===== src/design/vector_decoder_pkg.sv =====
package vector_decoder_pkg;

    // ------------------------------------------------------------
    // Vector layout
    // ------------------------------------------------------------
    localparam logic [7:0]  BASE_RESET    = 8'hff; // Base byte after reset
    localparam logic [7:0]  BASE_DEBUG    = 8'hff; // Forced base in debug
    localparam logic [7:0]  LOW_ZERO      = 8'h00; // Low byte of the base
    localparam logic [15:0] VEC_PIN_RESET = 16'hfffe;
    localparam logic [15:0] VEC_CLK_MON   = 16'hfffc;
    localparam logic [15:0] VEC_WATCHDOG  = 16'hfffa;
    localparam logic [7:0]  OFS_TRAP      = 8'hf8;
    localparam logic [7:0]  OFS_SOFT      = 8'hf6;
    localparam logic [7:0]  OFS_XIRQ      = 8'hf4;
    localparam logic [7:0]  OFS_DIE_LINK  = 8'hf2;
    localparam logic [7:0]  OFS_IRQ_LOW   = 8'h82; // Lowest maskable slot
    localparam logic [7:0]  OFS_SPURIOUS  = 8'h80;
    localparam int          MAX_IRQ       = 56;    // Slots 0x82..0xf0

    // ------------------------------------------------------------
    // Register map
    // ------------------------------------------------------------
    localparam int          AXI_ADDR_W    = 4;
    localparam logic [3:0]  ADDR_BASE     = 4'h0;  // vector_base_byte
    localparam logic [3:0]  ADDR_STATUS   = 4'h4;  // Read-only status
    localparam int          ST_SPURIOUS   = 16;    // Last fetch was spurious
    localparam int          ST_PENDING    = 17;    // Some request qualified
    localparam int          ST_WAKE       = 18;    // Wake-up is asserted
    localparam logic [1:0]  RESP_OKAY     = 2'h0;
    localparam logic [1:0]  RESP_SLVERR   = 2'h2;

    // ------------------------------------------------------------
    // Bus channel states
    // ------------------------------------------------------------
    typedef enum logic [1:0] {
        CH_IDLE = 2'b01,
        CH_BUSY = 2'b10
    } chan_state_t;

endpackage


===== src/design/exception_vector_priority_decoder.sv =====
`timescale 1ns/1ps
// Summary of operation
// - Base byte register resets to 0xff, placing vectors in the top page.
// - Reset vectors 0xfffa to 0xfffe never use the programmable base.
// - While debug firmware runs, the vector upper byte is forced to 0xff.
// - Every unmasked-by-I request outranks every I-maskable request.
// - With X mask clear, the X request preempts an I-maskable routine.
// - Among pending requests the highest vector address wins.
// - I-maskable needs local enable (die link has none), I clear, no trap/soft/X pending.
// - The vector is decided at the fetch itself, from current requests.
// - With nothing pending at fetch, answer base plus 0x80, the spurious.
// - Reset vectors fffe pin/power/address, fffc clock monitor, fffa dog.
// - Base plus f8 trap, f6 soft trap or debug, f4 X-maskable request.
// - Die link at base plus f2; other maskables f0 down to 82.
// - Every vector driven out is a full 16-bit address.
// - Base is register byte above a zero low byte, offsets added.
// - I-maskable routines only nest once software clears the I mask.
// - An I-maskable routine is preempted by any request that I does not mask, the X request only with X mask clear.
// - Non-maskable traps nest: a trap inside their handler is served.
// - I-maskable requests wake from stop or wait only with I clear.
// - Stop wake-up comes only from asynchronously asserted requests.
module exception_vector_priority_decoder #(
    parameter int NUM_IRQ = 56,
    parameter int IRQ_IW  = 6
) (
    input  wire logic                   CLK,
    input  wire logic                   RST,
    // Register bus
    input  wire logic [3:0]             AXI_AWADDR,
    input  wire logic                   AXI_AWVALID,
    output logic                        AXI_AWREADY,
    input  wire logic [31:0]            AXI_WDATA,
    input  wire logic [3:0]             AXI_WSTRB,
    input  wire logic                   AXI_WVALID,
    output logic                        AXI_WREADY,
    output logic [1:0]                  AXI_BRESP,
    output logic                        AXI_BVALID,
    input  wire logic                   AXI_BREADY,
    input  wire logic [3:0]             AXI_ARADDR,
    input  wire logic                   AXI_ARVALID,
    output logic                        AXI_ARREADY,
    output logic [31:0]                 AXI_RDATA,
    output logic [1:0]                  AXI_RRESP,
    output logic                        AXI_RVALID,
    input  wire logic                   AXI_RREADY,
    // Exception sources
    input  wire logic                   PIN_RESET_REQ,
    input  wire logic                   CLK_MON_RESET_REQ,
    input  wire logic                   WATCHDOG_TIMEOUT,
    input  wire logic                   ILLEGAL_OPCODE_TRAP,
    input  wire logic                   SOFTWARE_TRAP_REQUEST,
    input  wire logic                   DEBUG_ENTRY_REQ,
    input  wire logic                   XIRQ_REQ,
    input  wire logic                   DIE_LINK_IRQ,
    input  wire logic [NUM_IRQ-1:0]     IRQ_REQ,
    input  wire logic [NUM_IRQ-1:0]     IRQ_ENABLE,
    // CPU side
    input  wire logic                   IRQ_MASK_BIT,
    input  wire logic                   XIRQ_MASK_BIT,
    input  wire logic                   BACKGROUND_DEBUG_MODE,
    input  wire logic                   VECTOR_FETCH,
    output logic [15:0]                 VECTOR_ADDR,
    output logic                        VECTOR_VALID,
    output logic                        INTERRUPT_PENDING,
    output logic                        WAKEUP
);

    // --------------------------------------------------------
    // Elaboration check
    // --------------------------------------------------------
    if (NUM_IRQ < 1 || NUM_IRQ > vector_decoder_pkg::MAX_IRQ
        || (1 << IRQ_IW) < NUM_IRQ)
    begin : g_bad
        $error("NUM_IRQ out of the slot range 0x82..0xf0");
    end

    // --------------------------------------------------------
    // State
    // --------------------------------------------------------
    typedef struct packed {
        logic [7:0]                      base;
        logic [15:0]                     vector;
        logic                            vector_valid;
        logic                            spurious;
        vector_decoder_pkg::chan_state_t wr;
        logic                            aw_got;
        logic                            w_got;
        logic [3:0]                      awaddr;
        logic [31:0]                     wdata;
        logic [3:0]                      wstrb;
        logic [1:0]                      bresp;
        vector_decoder_pkg::chan_state_t rd;
        logic [31:0]                     rdata;
        logic [1:0]                      rresp;
    } state_t;

    state_t               st;
    state_t               next_st;
    logic                 reset_any;
    logic                 x_live;
    logic                 nonmask_any;
    logic [NUM_IRQ-1:0]   irq_live;
    logic                 irq_found;
    logic [IRQ_IW-1:0]    irq_index;
    logic                 imask_ok;
    logic                 grant_any;
    logic [7:0]           base_used;
    logic [15:0]          vector_now;
    logic                 wake;
    logic                 aw_now;
    logic                 w_now;
    logic [3:0]           wr_addr;
    logic [31:0]          wr_data;
    logic [3:0]           wr_strb;

    // Join the base byte and a table offset into a full address
    function automatic logic [15:0] vec_of(input logic [7:0] hi,
                                           input logic [7:0] ofs);
        vec_of = {hi, vector_decoder_pkg::LOW_ZERO} + {8'h00, ofs};
    endfunction

    // --------------------------------------------------------
    // Qualification of requests
    // --------------------------------------------------------
    assign reset_any   = PIN_RESET_REQ | CLK_MON_RESET_REQ
                       | WATCHDOG_TIMEOUT;
    assign x_live      = XIRQ_REQ & ~XIRQ_MASK_BIT;
    // Traps ignore every mask, so they nest inside their own handlers
    assign nonmask_any = ILLEGAL_OPCODE_TRAP | SOFTWARE_TRAP_REQUEST
                       | DEBUG_ENTRY_REQ;
    assign irq_live    = IRQ_REQ & IRQ_ENABLE;
    assign imask_ok    = ~IRQ_MASK_BIT & ~nonmask_any & ~x_live;
    assign base_used   = BACKGROUND_DEBUG_MODE
                       ? vector_decoder_pkg::BASE_DEBUG : st.base;
    assign grant_any   = reset_any | nonmask_any | x_live
                       | (imask_ok & (DIE_LINK_IRQ | irq_found));

    highest_request_picker #(
        .N      (NUM_IRQ),
        .IW     (IRQ_IW)
    ) u_picker (
        .req    (irq_live),
        .found  (irq_found),
        .index  (irq_index)
    );

    stop_wake_gate #(
        .N             (NUM_IRQ)
    ) u_wake (
        .irq_req       (IRQ_REQ),
        .irq_enable    (IRQ_ENABLE),
        .die_link_irq  (DIE_LINK_IRQ),
        .irq_mask_bit  (IRQ_MASK_BIT),
        .xirq_req      (XIRQ_REQ),
        .xirq_mask_bit (XIRQ_MASK_BIT),
        .wake          (wake)
    );

    // --------------------------------------------------------
    // Priority chain, highest vector first
    // --------------------------------------------------------
    // Decided in the fetch cycle, never latched at recognition time
    always_comb
    begin
        if (PIN_RESET_REQ)
            vector_now = vector_decoder_pkg::VEC_PIN_RESET;
        else if (CLK_MON_RESET_REQ)
            vector_now = vector_decoder_pkg::VEC_CLK_MON;
        else if (WATCHDOG_TIMEOUT)
            vector_now = vector_decoder_pkg::VEC_WATCHDOG;
        else if (ILLEGAL_OPCODE_TRAP)
            vector_now = vec_of(base_used,
                                vector_decoder_pkg::OFS_TRAP);
        else if (SOFTWARE_TRAP_REQUEST | DEBUG_ENTRY_REQ)
            vector_now = vec_of(base_used,
                                vector_decoder_pkg::OFS_SOFT);
        else if (x_live)
            vector_now = vec_of(base_used,
                                vector_decoder_pkg::OFS_XIRQ);
        else if (imask_ok & DIE_LINK_IRQ)
            vector_now = vec_of(base_used,
                                vector_decoder_pkg::OFS_DIE_LINK);
        else if (imask_ok & irq_found)
            vector_now = vec_of(base_used,
                8'(vector_decoder_pkg::OFS_IRQ_LOW
                   + (8'(irq_index) << 1)));
        else
            vector_now = vec_of(base_used,
                                vector_decoder_pkg::OFS_SPURIOUS);
    end

    // --------------------------------------------------------
    // Write channel inputs, either order
    // --------------------------------------------------------
    assign AXI_AWREADY = (st.wr == vector_decoder_pkg::CH_IDLE) & ~st.aw_got;
    assign AXI_WREADY  = (st.wr == vector_decoder_pkg::CH_IDLE) & ~st.w_got;
    assign aw_now      = st.aw_got | (AXI_AWVALID & AXI_AWREADY);
    assign w_now       = st.w_got | (AXI_WVALID & AXI_WREADY);
    assign wr_addr     = st.aw_got ? st.awaddr : AXI_AWADDR;
    assign wr_data     = st.w_got ? st.wdata : AXI_WDATA;
    assign wr_strb     = st.w_got ? st.wstrb : AXI_WSTRB;

    // --------------------------------------------------------
    // Next state
    // --------------------------------------------------------
    always_comb
    begin
        next_st = st;
        // Vector answer is a one-cycle strobe per fetch
        next_st.vector_valid = VECTOR_FETCH;
        if (VECTOR_FETCH)
        begin
            next_st.vector   = vector_now;
            next_st.spurious = ~grant_any;
        end

        // Write: wait for address and data, then answer
        unique case (st.wr)
            vector_decoder_pkg::CH_IDLE:
            begin
                next_st.aw_got = aw_now;
                next_st.w_got  = w_now;
                next_st.awaddr = wr_addr;
                next_st.wdata  = wr_data;
                next_st.wstrb  = wr_strb;
                if (aw_now & w_now)
                begin
                    next_st.aw_got = 1'b0;
                    next_st.w_got  = 1'b0;
                    next_st.wr     = vector_decoder_pkg::CH_BUSY;
                    next_st.bresp  = vector_decoder_pkg::RESP_OKAY;
                    if (wr_addr == vector_decoder_pkg::ADDR_BASE)
                    begin
                        // New base seen by the first fetch after this edge
                        if (wr_strb[0])
                            next_st.base = wr_data[7:0];
                    end
                    else if (wr_addr != vector_decoder_pkg::ADDR_STATUS)
                        next_st.bresp = vector_decoder_pkg::RESP_SLVERR;
                end
            end
            vector_decoder_pkg::CH_BUSY:
            begin
                if (AXI_BREADY)
                    next_st.wr = vector_decoder_pkg::CH_IDLE;
            end
        endcase

        // Read: one cycle from address to data
        unique case (st.rd)
            vector_decoder_pkg::CH_IDLE:
            begin
                if (AXI_ARVALID)
                begin
                    next_st.rd    = vector_decoder_pkg::CH_BUSY;
                    next_st.rdata = 32'h0000_0000;
                    next_st.rresp = vector_decoder_pkg::RESP_OKAY;
                    if (AXI_ARADDR == vector_decoder_pkg::ADDR_BASE)
                        next_st.rdata[7:0] = st.base;
                    else if (AXI_ARADDR == vector_decoder_pkg::ADDR_STATUS)
                    begin
                        next_st.rdata[15:0] = st.vector;
                        next_st.rdata[vector_decoder_pkg::ST_SPURIOUS] =
                            st.spurious;
                        next_st.rdata[vector_decoder_pkg::ST_PENDING] =
                            grant_any;
                        next_st.rdata[vector_decoder_pkg::ST_WAKE] = wake;
                    end
                    else
                        next_st.rresp = vector_decoder_pkg::RESP_SLVERR;
                end
            end
            vector_decoder_pkg::CH_BUSY:
            begin
                if (AXI_RREADY)
                    next_st.rd = vector_decoder_pkg::CH_IDLE;
            end
        endcase
    end

    // --------------------------------------------------------
    // Registers
    // --------------------------------------------------------
    // Base is reloaded by reset before any reset vector can be formed
    always_ff @(posedge CLK)
    begin
        if (RST)
        begin
            st        <= '0;
            st.base   <= vector_decoder_pkg::BASE_RESET;
            st.vector <= vector_decoder_pkg::VEC_PIN_RESET;
            st.wr     <= vector_decoder_pkg::CH_IDLE;
            st.rd     <= vector_decoder_pkg::CH_IDLE;
        end
        else
            st <= next_st;
    end

    // --------------------------------------------------------
    // Outputs
    // --------------------------------------------------------
    assign VECTOR_ADDR       = st.vector;
    assign VECTOR_VALID      = st.vector_valid;
    assign INTERRUPT_PENDING = grant_any & ~reset_any;
    // Wake path bypasses every flip-flop; the clock may be stopped
    assign WAKEUP            = wake;
    assign AXI_BVALID        = st.wr == vector_decoder_pkg::CH_BUSY;
    assign AXI_BRESP         = st.bresp;
    assign AXI_ARREADY       = st.rd == vector_decoder_pkg::CH_IDLE;
    assign AXI_RVALID        = st.rd == vector_decoder_pkg::CH_BUSY;
    assign AXI_RDATA         = st.rdata;
    assign AXI_RRESP         = st.rresp;

    // --------------------------------------------------------
    // Assertions
    // --------------------------------------------------------
    property p_base_reset;
        @(posedge CLK) disable iff (RST)
        $past(RST) |-> st.base == vector_decoder_pkg::BASE_RESET;
    endproperty
    a_base_reset: assert property (p_base_reset)
        else $error("Base byte not 0xff after reset");

    property p_reset_vec;
        @(posedge CLK) disable iff (RST)
        VECTOR_FETCH && PIN_RESET_REQ
        |=> VECTOR_ADDR == vector_decoder_pkg::VEC_PIN_RESET;
    endproperty
    a_reset_vec: assert property (p_reset_vec)
        else $error("Pin reset vector not fixed");

    property p_debug_base;
        @(posedge CLK) disable iff (RST)
        VECTOR_FETCH && BACKGROUND_DEBUG_MODE && !reset_any
        |=> VECTOR_ADDR[15:8] == vector_decoder_pkg::BASE_DEBUG;
    endproperty
    a_debug_base: assert property (p_debug_base)
        else $error("Base not forced in debug");

    property p_x_over_i;
        @(posedge CLK) disable iff (RST)
        VECTOR_FETCH && x_live && !reset_any && !nonmask_any
        |=> VECTOR_ADDR == {$past(base_used), vector_decoder_pkg::OFS_XIRQ};
    endproperty
    a_x_over_i: assert property (p_x_over_i)
        else $error("X request did not win");

    property p_trap_first;
        @(posedge CLK) disable iff (RST)
        VECTOR_FETCH && ILLEGAL_OPCODE_TRAP && SOFTWARE_TRAP_REQUEST
        && !reset_any
        |=> VECTOR_ADDR[7:0] == vector_decoder_pkg::OFS_TRAP;
    endproperty
    a_trap_first: assert property (p_trap_first)
        else $error("Higher vector did not win");

    property p_masked_i;
        @(posedge CLK) disable iff (RST)
        VECTOR_FETCH && IRQ_MASK_BIT && !reset_any && !nonmask_any
        && !x_live
        |=> VECTOR_ADDR[7:0] == vector_decoder_pkg::OFS_SPURIOUS;
    endproperty
    a_masked_i: assert property (p_masked_i)
        else $error("Masked request was granted");

    property p_strobe;
        @(posedge CLK) disable iff (RST)
        VECTOR_FETCH |=> VECTOR_VALID ##1 !VECTOR_VALID || $past(VECTOR_FETCH);
    endproperty
    a_strobe: assert property (p_strobe)
        else $error("Vector strobe does not follow fetch");

    property p_spurious;
        @(posedge CLK) disable iff (RST)
        VECTOR_FETCH && !grant_any
        |=> VECTOR_ADDR == {$past(base_used),
                            vector_decoder_pkg::OFS_SPURIOUS};
    endproperty
    a_spurious: assert property (p_spurious)
        else $error("Spurious vector wrong");

    property p_no_wake;
        @(posedge CLK) disable iff (RST)
        IRQ_MASK_BIT && !x_live |-> !WAKEUP;
    endproperty
    a_no_wake: assert property (p_no_wake)
        else $error("Wake-up while I mask set");

    property p_base_write;
        @(posedge CLK) disable iff (RST)
        st.wr == vector_decoder_pkg::CH_IDLE && aw_now && w_now
        && wr_addr == vector_decoder_pkg::ADDR_BASE && wr_strb[0]
        |=> st.base == $past(wr_data[7:0]);
    endproperty
    a_base_write: assert property (p_base_write)
        else $error("Base write did not land");

endmodule


===== src/design/highest_request_picker.sv =====
`timescale 1ns/1ps
// Picks the set request with the highest index, which is the one with
// the highest vector slot.
module highest_request_picker #(
    parameter int N  = 56,
    parameter int IW = 6
) (
    input  wire logic [N-1:0]  req,
    output logic               found,
    output logic [IW-1:0]      index
);

    // --------------------------------------------------------
    // Elaboration check
    // --------------------------------------------------------
    if (N < 1 || (1 << IW) < N)
    begin : g_bad
        $error("Index width too small for request count");
    end

    // --------------------------------------------------------
    // Scan upward so the last hit is the highest
    // --------------------------------------------------------
    always_comb
    begin
        found = 1'b0;
        index = '0;
        for (int i = 0; i < N; i++)
        begin
            if (req[i])
            begin
                found = 1'b1;
                index = IW'(i);
            end
        end
    end

endmodule


===== src/design/stop_wake_gate.sv =====
`timescale 1ns/1ps
// Purely combinational wake-up path. No clock runs in stop, so nothing
// here may pass through a flip-flop.
module stop_wake_gate #(
    parameter int N = 56
) (
    input  wire logic [N-1:0]  irq_req,
    input  wire logic [N-1:0]  irq_enable,
    input  wire logic          die_link_irq,
    input  wire logic          irq_mask_bit,
    input  wire logic          xirq_req,
    input  wire logic          xirq_mask_bit,
    output logic               wake
);

    logic maskable_any;

    // --------------------------------------------------------
    // Same qualification as in run mode
    // --------------------------------------------------------
    assign maskable_any = (|(irq_req & irq_enable)) | die_link_irq;
    assign wake = (maskable_any & ~irq_mask_bit)
                | (xirq_req & ~xirq_mask_bit);

endmodule


===== config.mk =====
export PLATFORM = sky130hd
export DESIGN_NAME = exception_vector_priority_decoder
export DESIGN_NICKNAME = d
export VERILOG_FILES = /design/src/design/vector_decoder_pkg.sv /design/src/design/exception_vector_priority_decoder.sv /design/src/design/highest_request_picker.sv /design/src/design/stop_wake_gate.sv
export SDC_FILE = /design/constraint.sdc
export NUM_CORES = 1
export LEC_CHECK = 0
export BUFFER_PORTS_ARGS = -buffer_cell sky130_fd_sc_hd__buf_2
export CAP_MARGIN = 25
export CORE_ASPECT_RATIO = 0.6
export CORE_MARGIN = 5
export CORE_UTILIZATION = 44
export DETAILED_ROUTE_END_ITERATION = 6
export GPL_ROUTABILITY_DRIVEN = 0
export PLACE_DENSITY_LB_ADDON = 0.05
export SLEW_MARGIN = 5
export SYNTH_ARGS = -nofsm -noshare
export SYNTH_HDL_FRONTEND = slang
export SYNTH_SLANG_ARGS = --single-unit

===== constraint.sdc =====
create_clock -name CLK -period 2.4 [get_ports CLK]
set_input_delay 0.24 -clock CLK [delete_from_list [all_inputs] [get_ports CLK]]
set_output_delay 0.24 -clock CLK [all_outputs]
set_load 0.01 [all_outputs]

==> run metrics, run 1 <==
status=finished, violations left; failing checks=setup timing; DIE WIDTH=133.3 um; GR Layer Usage met1=31.12%; RSZ-0062 raised after global routing=true; Detail Placement HPWL=10.89 mm; H-tree depth=3; core area=9020 um^2; global-route wire length before repair=roughly 21 mm; Power Density=592.3 nW/um^2; vias=~4.4k; Top FF cell, synth=dfxtp_1; Final Hold Vio Count=0; Hold-fix buffers, CTS=0; GRT Util Overall=between 20 and 25%; family with the most delay on the worst path=simple AND/OR/NAND/NOR gates; max frequency=409.6 MHz; ant diodes=0; Num CTS Buffers=9; vias in the first global route=4347; Cell Area, Placed=5107 um^2; Layout Cells excl Fill=817; Post-Synthesis Cells=490; total placed cells including tap cells=795; Synth Cell Area=between 4000 and 5000 um^2; CTS tree=built; wire length per cell=about 16 um; share of post-route cells with drive strength above 1=44.94%; Pwr Total=around 3.3 mW; Ports=235; Routed Antenna Nets=0; Setup-failing EPs final=2; r2r setup slk=about 0.42 ns; Crit. End Element=primary output; WHS=0.1469 ns; peak supply drop=371.6 uV; HP Class=in2reg; Worst Max-Slew Pin Slew=0.5624 ns; register area share after synthesis=32.41%; die area=11200 um^2; crit share post-route=101.7%; Initial Util=44.51%; Initial DRC Count=267; # fillers=approximately 830; vias per inst=5.338; Overflow after GRT=0; met3 capacity usage during global routing=under 10%; max-slew violation count=0; FP Rows=27; Crit-path slowest cell=or4_4; P&R area growth vs syn=39.51%; cells along the critical path=buf_6 > a22o_4 > nor2_4 > nand3_2 > or3_4 > or4_4 > o21ba_4 > nor3_2 > nor2_1 > buf_2; Cell variety after synth=63; number of flops mapped to enable cells by yosys=0; Pleak=2.585 nW; post-route setup slack=-0.04127 ns; final clock skew=0.005455 ns; largest net degree at the start of global routing=51; drt pass-1 iters=5; Max stage delay on crit path=between 0.5 and 0.6 ns; Clock Root Buffer=clkbuf_16; Slew headroom=62.51%; synth warn=0; Worst Path Required=between 2 and 2.5 ns; Tmin final=2.441 ns; Worst Path Max Fanout=3; most common library cell in the layout ignoring fill and taps=buf_2; layer with the highest usage=met2; CTS Sinks=65; syn avg cell area=around 8.2 um^2; final instance area=about 5600 um^2; kind of critical path=in2out; clk slew on worst S/H paths=0.05 ns; sum of buffers and inverters on the critical path=2; Async S/R FF share, synth=0%; clock latency on the worst-skew pair=around 0.32 ns; Port Buf Inserts=~190; most frequent cells in the layout=184 x buf_2, 65 x dfxtp_1, 60 x nor2_1; #FFs+latches synth=65; met2 Resource Use GR=a little under two fifths; maxcap violations=0; Die Y=84.00 um; Crit path arrival time=2.20 ns; nets@finish=873; initial antenna violation count=0; CTS Buffer Depth=2; startpoint types=input pin; DRC=0; Routed WL=between 10 and 15 mm
==> report_power, final <==
group          switching (mW)  leakage, nW  internal (mW)
logic                   0.429         1.91          0.413
registers              0.0438        0.530           1.15
clock network           0.435        0.148          0.850
==> area by class of cell <==
class,count,area [um^2],share of cell area (%)
multi-input cells,368,2409,43.00
repair buffers,249,1435,25.62
flip-flops and latches,65,1301,23.23
clock buffers,12,256.5,4.579
well taps,116,145.1,2.591
clock inverters,3,40.04,0.7148
inverters,4,15.01,0.2680
==> worst register-to-register path, stage by stage (launching register included) <==
cell and delay [ns]:
dfxtp_1 0.35, nor2b_1 0.28, a21oi_1 0.14, or2_2 0.34, nor3_2 0.19, buf_4 0.22
a21oi_1 0.08, or2_2 0.27
==> per-layer routing <==
layer	vias to the layer above	wire length (um)
met5	-	0
met4	0	115
met3	11	1030
met2	163	6203
met1	2037	6061
li1	2150	-
==> registers in the layout, summed over array words and instances, names as in the netlist <==
register,flops
AXI_BRESP,1
st,28
AXI_RDATA,19
AXI_RRESP,1
VECTOR_ADDR,15
VECTOR_VALID,1
==> per-stage QoR <==
stage / setup WS, ns / TNS (ns) / utilization [%]
after detailed placement: -0.2338 / -1.160 / 56.62
after CTS: -0.04891 / -0.06719 / 60.67
after floorplan: 0.1508 / 0 / -
final: -0.04127 / -0.05922 / 62.10
after global routing: -0.1262 / -0.2020 / 62.10
after global placement: -0.1844 / -0.8283 / 56.62
==> kinds of logic after synthesis <==
| family | after synthesis | synth area share [%] |
|---|---|---|
| buf+inv | 72 | 11.65 |
| fa+ha+maj | 1 | 0.3116 |
| mux | 30 | 7.791 |
| other cells | 1 | 0.09340 |
| flops | 65 | 32.41 |
| compound gates | 139 | 25.77 |
| xor+xnor | 2 | 0.4364 |
| simple gates | 180 | 21.53 |
==> synth_stat cells, types with 10 or more instances <==
cell       n  area (um^2)
nand2_1   53        198.9
a22oi_1   32        240.2
dfxtp_1   65         1301
or2_2     11        68.82
o21ai_0   19        95.09
mux2_2    10        112.6
clkbuf_1  12        45.04
nor2_1    60        225.2
a21oi_1   25        125.1
buf_4     52        390.4
mux2i_1   20        200.2
==> path summary, 6_finish.rpt <==
kind	from	to	depth (start not counted)
max	IRQ_ENABLE[30]	INTERRUPT_PENDING	10
min	RST	VECTOR_VALID	2
max reg2reg	st[80]	st[104]	7
min reg2reg	AXI_RDATA[17]	AXI_RDATA[17]	2
==> timing repair <==
| item | 4_1_cts | 5_1_grt |
|---|---|---|
| endpoints found under the hold margin | 0 | 0 |
| pin swaps | 11 | 10 |
| endpoints found under the setup margin | 2 | 5 |
| gates resized for setup | 14 | 16 |
| setup buffers | 2 | 7 |
Power figures use the tool's default switching activity.
==> run 2, diff against run 1 <==
- clock period: 2.4 -> 2.7 ns (I/O delays scaled with it)
==> run metrics, run 2 (synthesized netlist as in run 1, its figures left out) <==
Initial Util=44.51% (unchanged); largest net degree at the start of global routing=51 (unchanged); family with the most delay on the worst path=simple AND/OR/NAND/NOR gates; global-route wire length before repair=20.20 mm (-4.7%); clock latency on the worst-skew pair=0.32 ns (about the same); share of post-route cells with drive strength above 1=39.52% (-5.4 points); Crit Reg-Reg Endpoint=st[103]; reg2reg path depth=7 (unchanged); Hold Startpoint=AXI_RREADY; FF/Latch Area=1301 um^2 (unchanged); vias in the first global route=4077 (-6.2%); Crit-path slowest cell=or4_4; status=completed; DR WL met2=5.424 mm (-13%); TNS Setup=0 ns (+0.05922 ns); die area=11200 um^2 (unchanged); Crit path arrival time=2.34 ns (+0.14 ns); Final Hold Vio Count=0 (unchanged); startpoint types=input pin; Worst Max-Slew Pin Slew=0.5486 ns (-0.01382 ns); peak supply drop=435.7 uV (+17%); Power Density=551.1 nW/um^2 (-7.0%); Port Buf Inserts=191 (unchanged); Worst Hold Path EP=st[34]; wire length per cell=16.12 um (-1.8%); CTS Buffer Depth=2 (unchanged); multi-input gate area in the final layout=2332 um^2 (-3.2%); Tmin final=2.613 ns; most used cell, CP=buf_2; drt pass-1 iters=5 (unchanged); vias=4107 (-5.8%); M1 WL=6.212 mm (+2.5%); worst hold path stage count=2 (unchanged); uppermost layer routed=met4; final clock skew=0.003957 ns (-0.001499 ns); sum of buffers and inverters on the critical path=2 (unchanged); vias per inst=5.272 (-1.2%); Routed WL=12.56 mm (-6.4%); Crit. End Element=primary output; P&R area growth vs syn=29.07%; ant diodes=0 (unchanged); Worst Path Max Fanout=3 (unchanged); Routed Antenna Nets=0 (unchanged); DRC=0 (unchanged); Worst Path Required=2.43 ns (+0.27 ns); CTS tree=built; Setup Buffers After CTS=0 (-2); Ports=235 (unchanged); max frequency=approximately 380 MHz; Worst R2R Start=st[80]; core area=9020 um^2 (unchanged); WL met3=828 um (-20%); worst slack, placed=0.03541 ns (+0.2692 ns); clk slew on worst S/H paths=0.05 ns (about the same); most frequent cells in the layout=191 x buf_2, 65 x dfxtp_1, 60 x nor2_1; DIE WIDTH=133.3 um (unchanged); most common library cell in the layout ignoring fill and taps=buf_2; r2r setup slk=0.70 ns (+0.28 ns); Overflow after GRT=0 (unchanged); Die Y=84.00 um (unchanged); FP Rows=27 (unchanged); HP Class=in2reg; crit share post-route=96.77%; initial antenna violation count=0 (unchanged); H-tree depth=3 (unchanged); Num CTS Buffers=9 (unchanged); Slew headroom=63.43% (+0.92 points); Largest register FFs=28 (unchanged); Largest Register=st; Clock Root Buffer=clkbuf_16; RSZ-0062 raised after global routing=false; nets@finish=834 (-4.5%); CTS Sinks=65 (unchanged); post-route setup slack=0.08725 ns (+0.1285 ns); # fillers=891 (+7.1%); Detail Placement HPWL=10.31 mm (-5.3%); kind of critical path=in2out; Setup-failing EPs final=0 (-2); cells along the critical path=buf_2 > a22o_4 > nor2_4 > nand3_2 > or3_4 > or4_4 > o21ba_1 > nor3_1 > nor2_1 > buf_2; Max stage delay on crit path=0.52 ns (-0.03 ns); max-slew violation count=0 (unchanged); GRT Util Overall=22.02% (-1.1 points); maxcap violations=0 (unchanged); Pleak=2.362 nW (-8.6%); Initial DRC Count=232 (-13%)
## run 2: cell types whose count changed in the layout (fill, tap and decap cells not counted), moves of 5 or more
cell,delta
buf_2,+7
a22oi_2,-5
buf_4,-39
buf_6,-7
a22oi_1,+5
## run 2: worst max path at each step
| stage | startpoint | to | depth (start not counted) |
|---|---|---|---|
| 6_report | IRQ_REQ[28] | INTERRUPT_PENDING | 10 |
| 5_1_grt | IRQ_REQ[28] | INTERRUPT_PENDING | 10 |
| 4_1_cts | IRQ_REQ[18] | INTERRUPT_PENDING | 9 |
| 3_5_place_dp | IRQ_REQ[18] | INTERRUPT_PENDING | 9 |
| 3_3_place_gp | IRQ_REQ[18] | INTERRUPT_PENDING | 9 |
| 2_1_floorplan | IRQ_REQ[28] | INTERRUPT_PENDING | 8 |
## run 2: what timing repair did
action                                  CTS  global route
endpoints found under the setup margin    0             2
gates resized for setup                   0             5
hold buffers                              0             0
## run 2: worst register-to-register path, cell delays in order, from the launching register on
cell and delay (ns):
dfxtp_1 0.34, nor2b_1 0.31, a21oi_1 0.15, or2_2 0.34, nor3_2 0.18, buf_4 0.22, a21oi_1 0.09, or2_2 0.27
## run 2: layout make-up
cell class	count	share of cell area (%)
tap	116	2.801
multi-input combinational	368	45.00
clock inverter	3	0.7726
inverter	4	0.2897
timing repair buffer	210	21.20
sequential	65	25.11
clock buffer	13	4.829
## run 2: power breakdown
| part | internal (mW) | switching (mW) | total (mW) |
|---|---|---|---|
| combinational | 0.310 | 0.356 | 0.666 |
| sequential | 1.02 | 0.0400 | 1.06 |
| clock | 0.737 | 0.393 | 1.13 |
## run 2: per-layer routing
layer	vias to the layer above	track usage (%)
met5	-	0
met4	0	4.202
met3	10	5.783
met2	145	33.33
met1	1885	31.63
li1	2067	-
## run 2: metrics by stage
stage	instances	hold slack [ns]	utilization, %	power [mW]	instance area (um^2)
floorplan	505	0.3650	-	1.486	4071
global placement	763	0.4417	53.96	1.721	4867
detailed placement	763	0.4513	53.96	1.735	4867
CTS	779	0.1851	57.18	2.871	5157
global route	779	0.1937	57.46	3.011	5182
finish	779	0.2000	57.46	2.856	5182
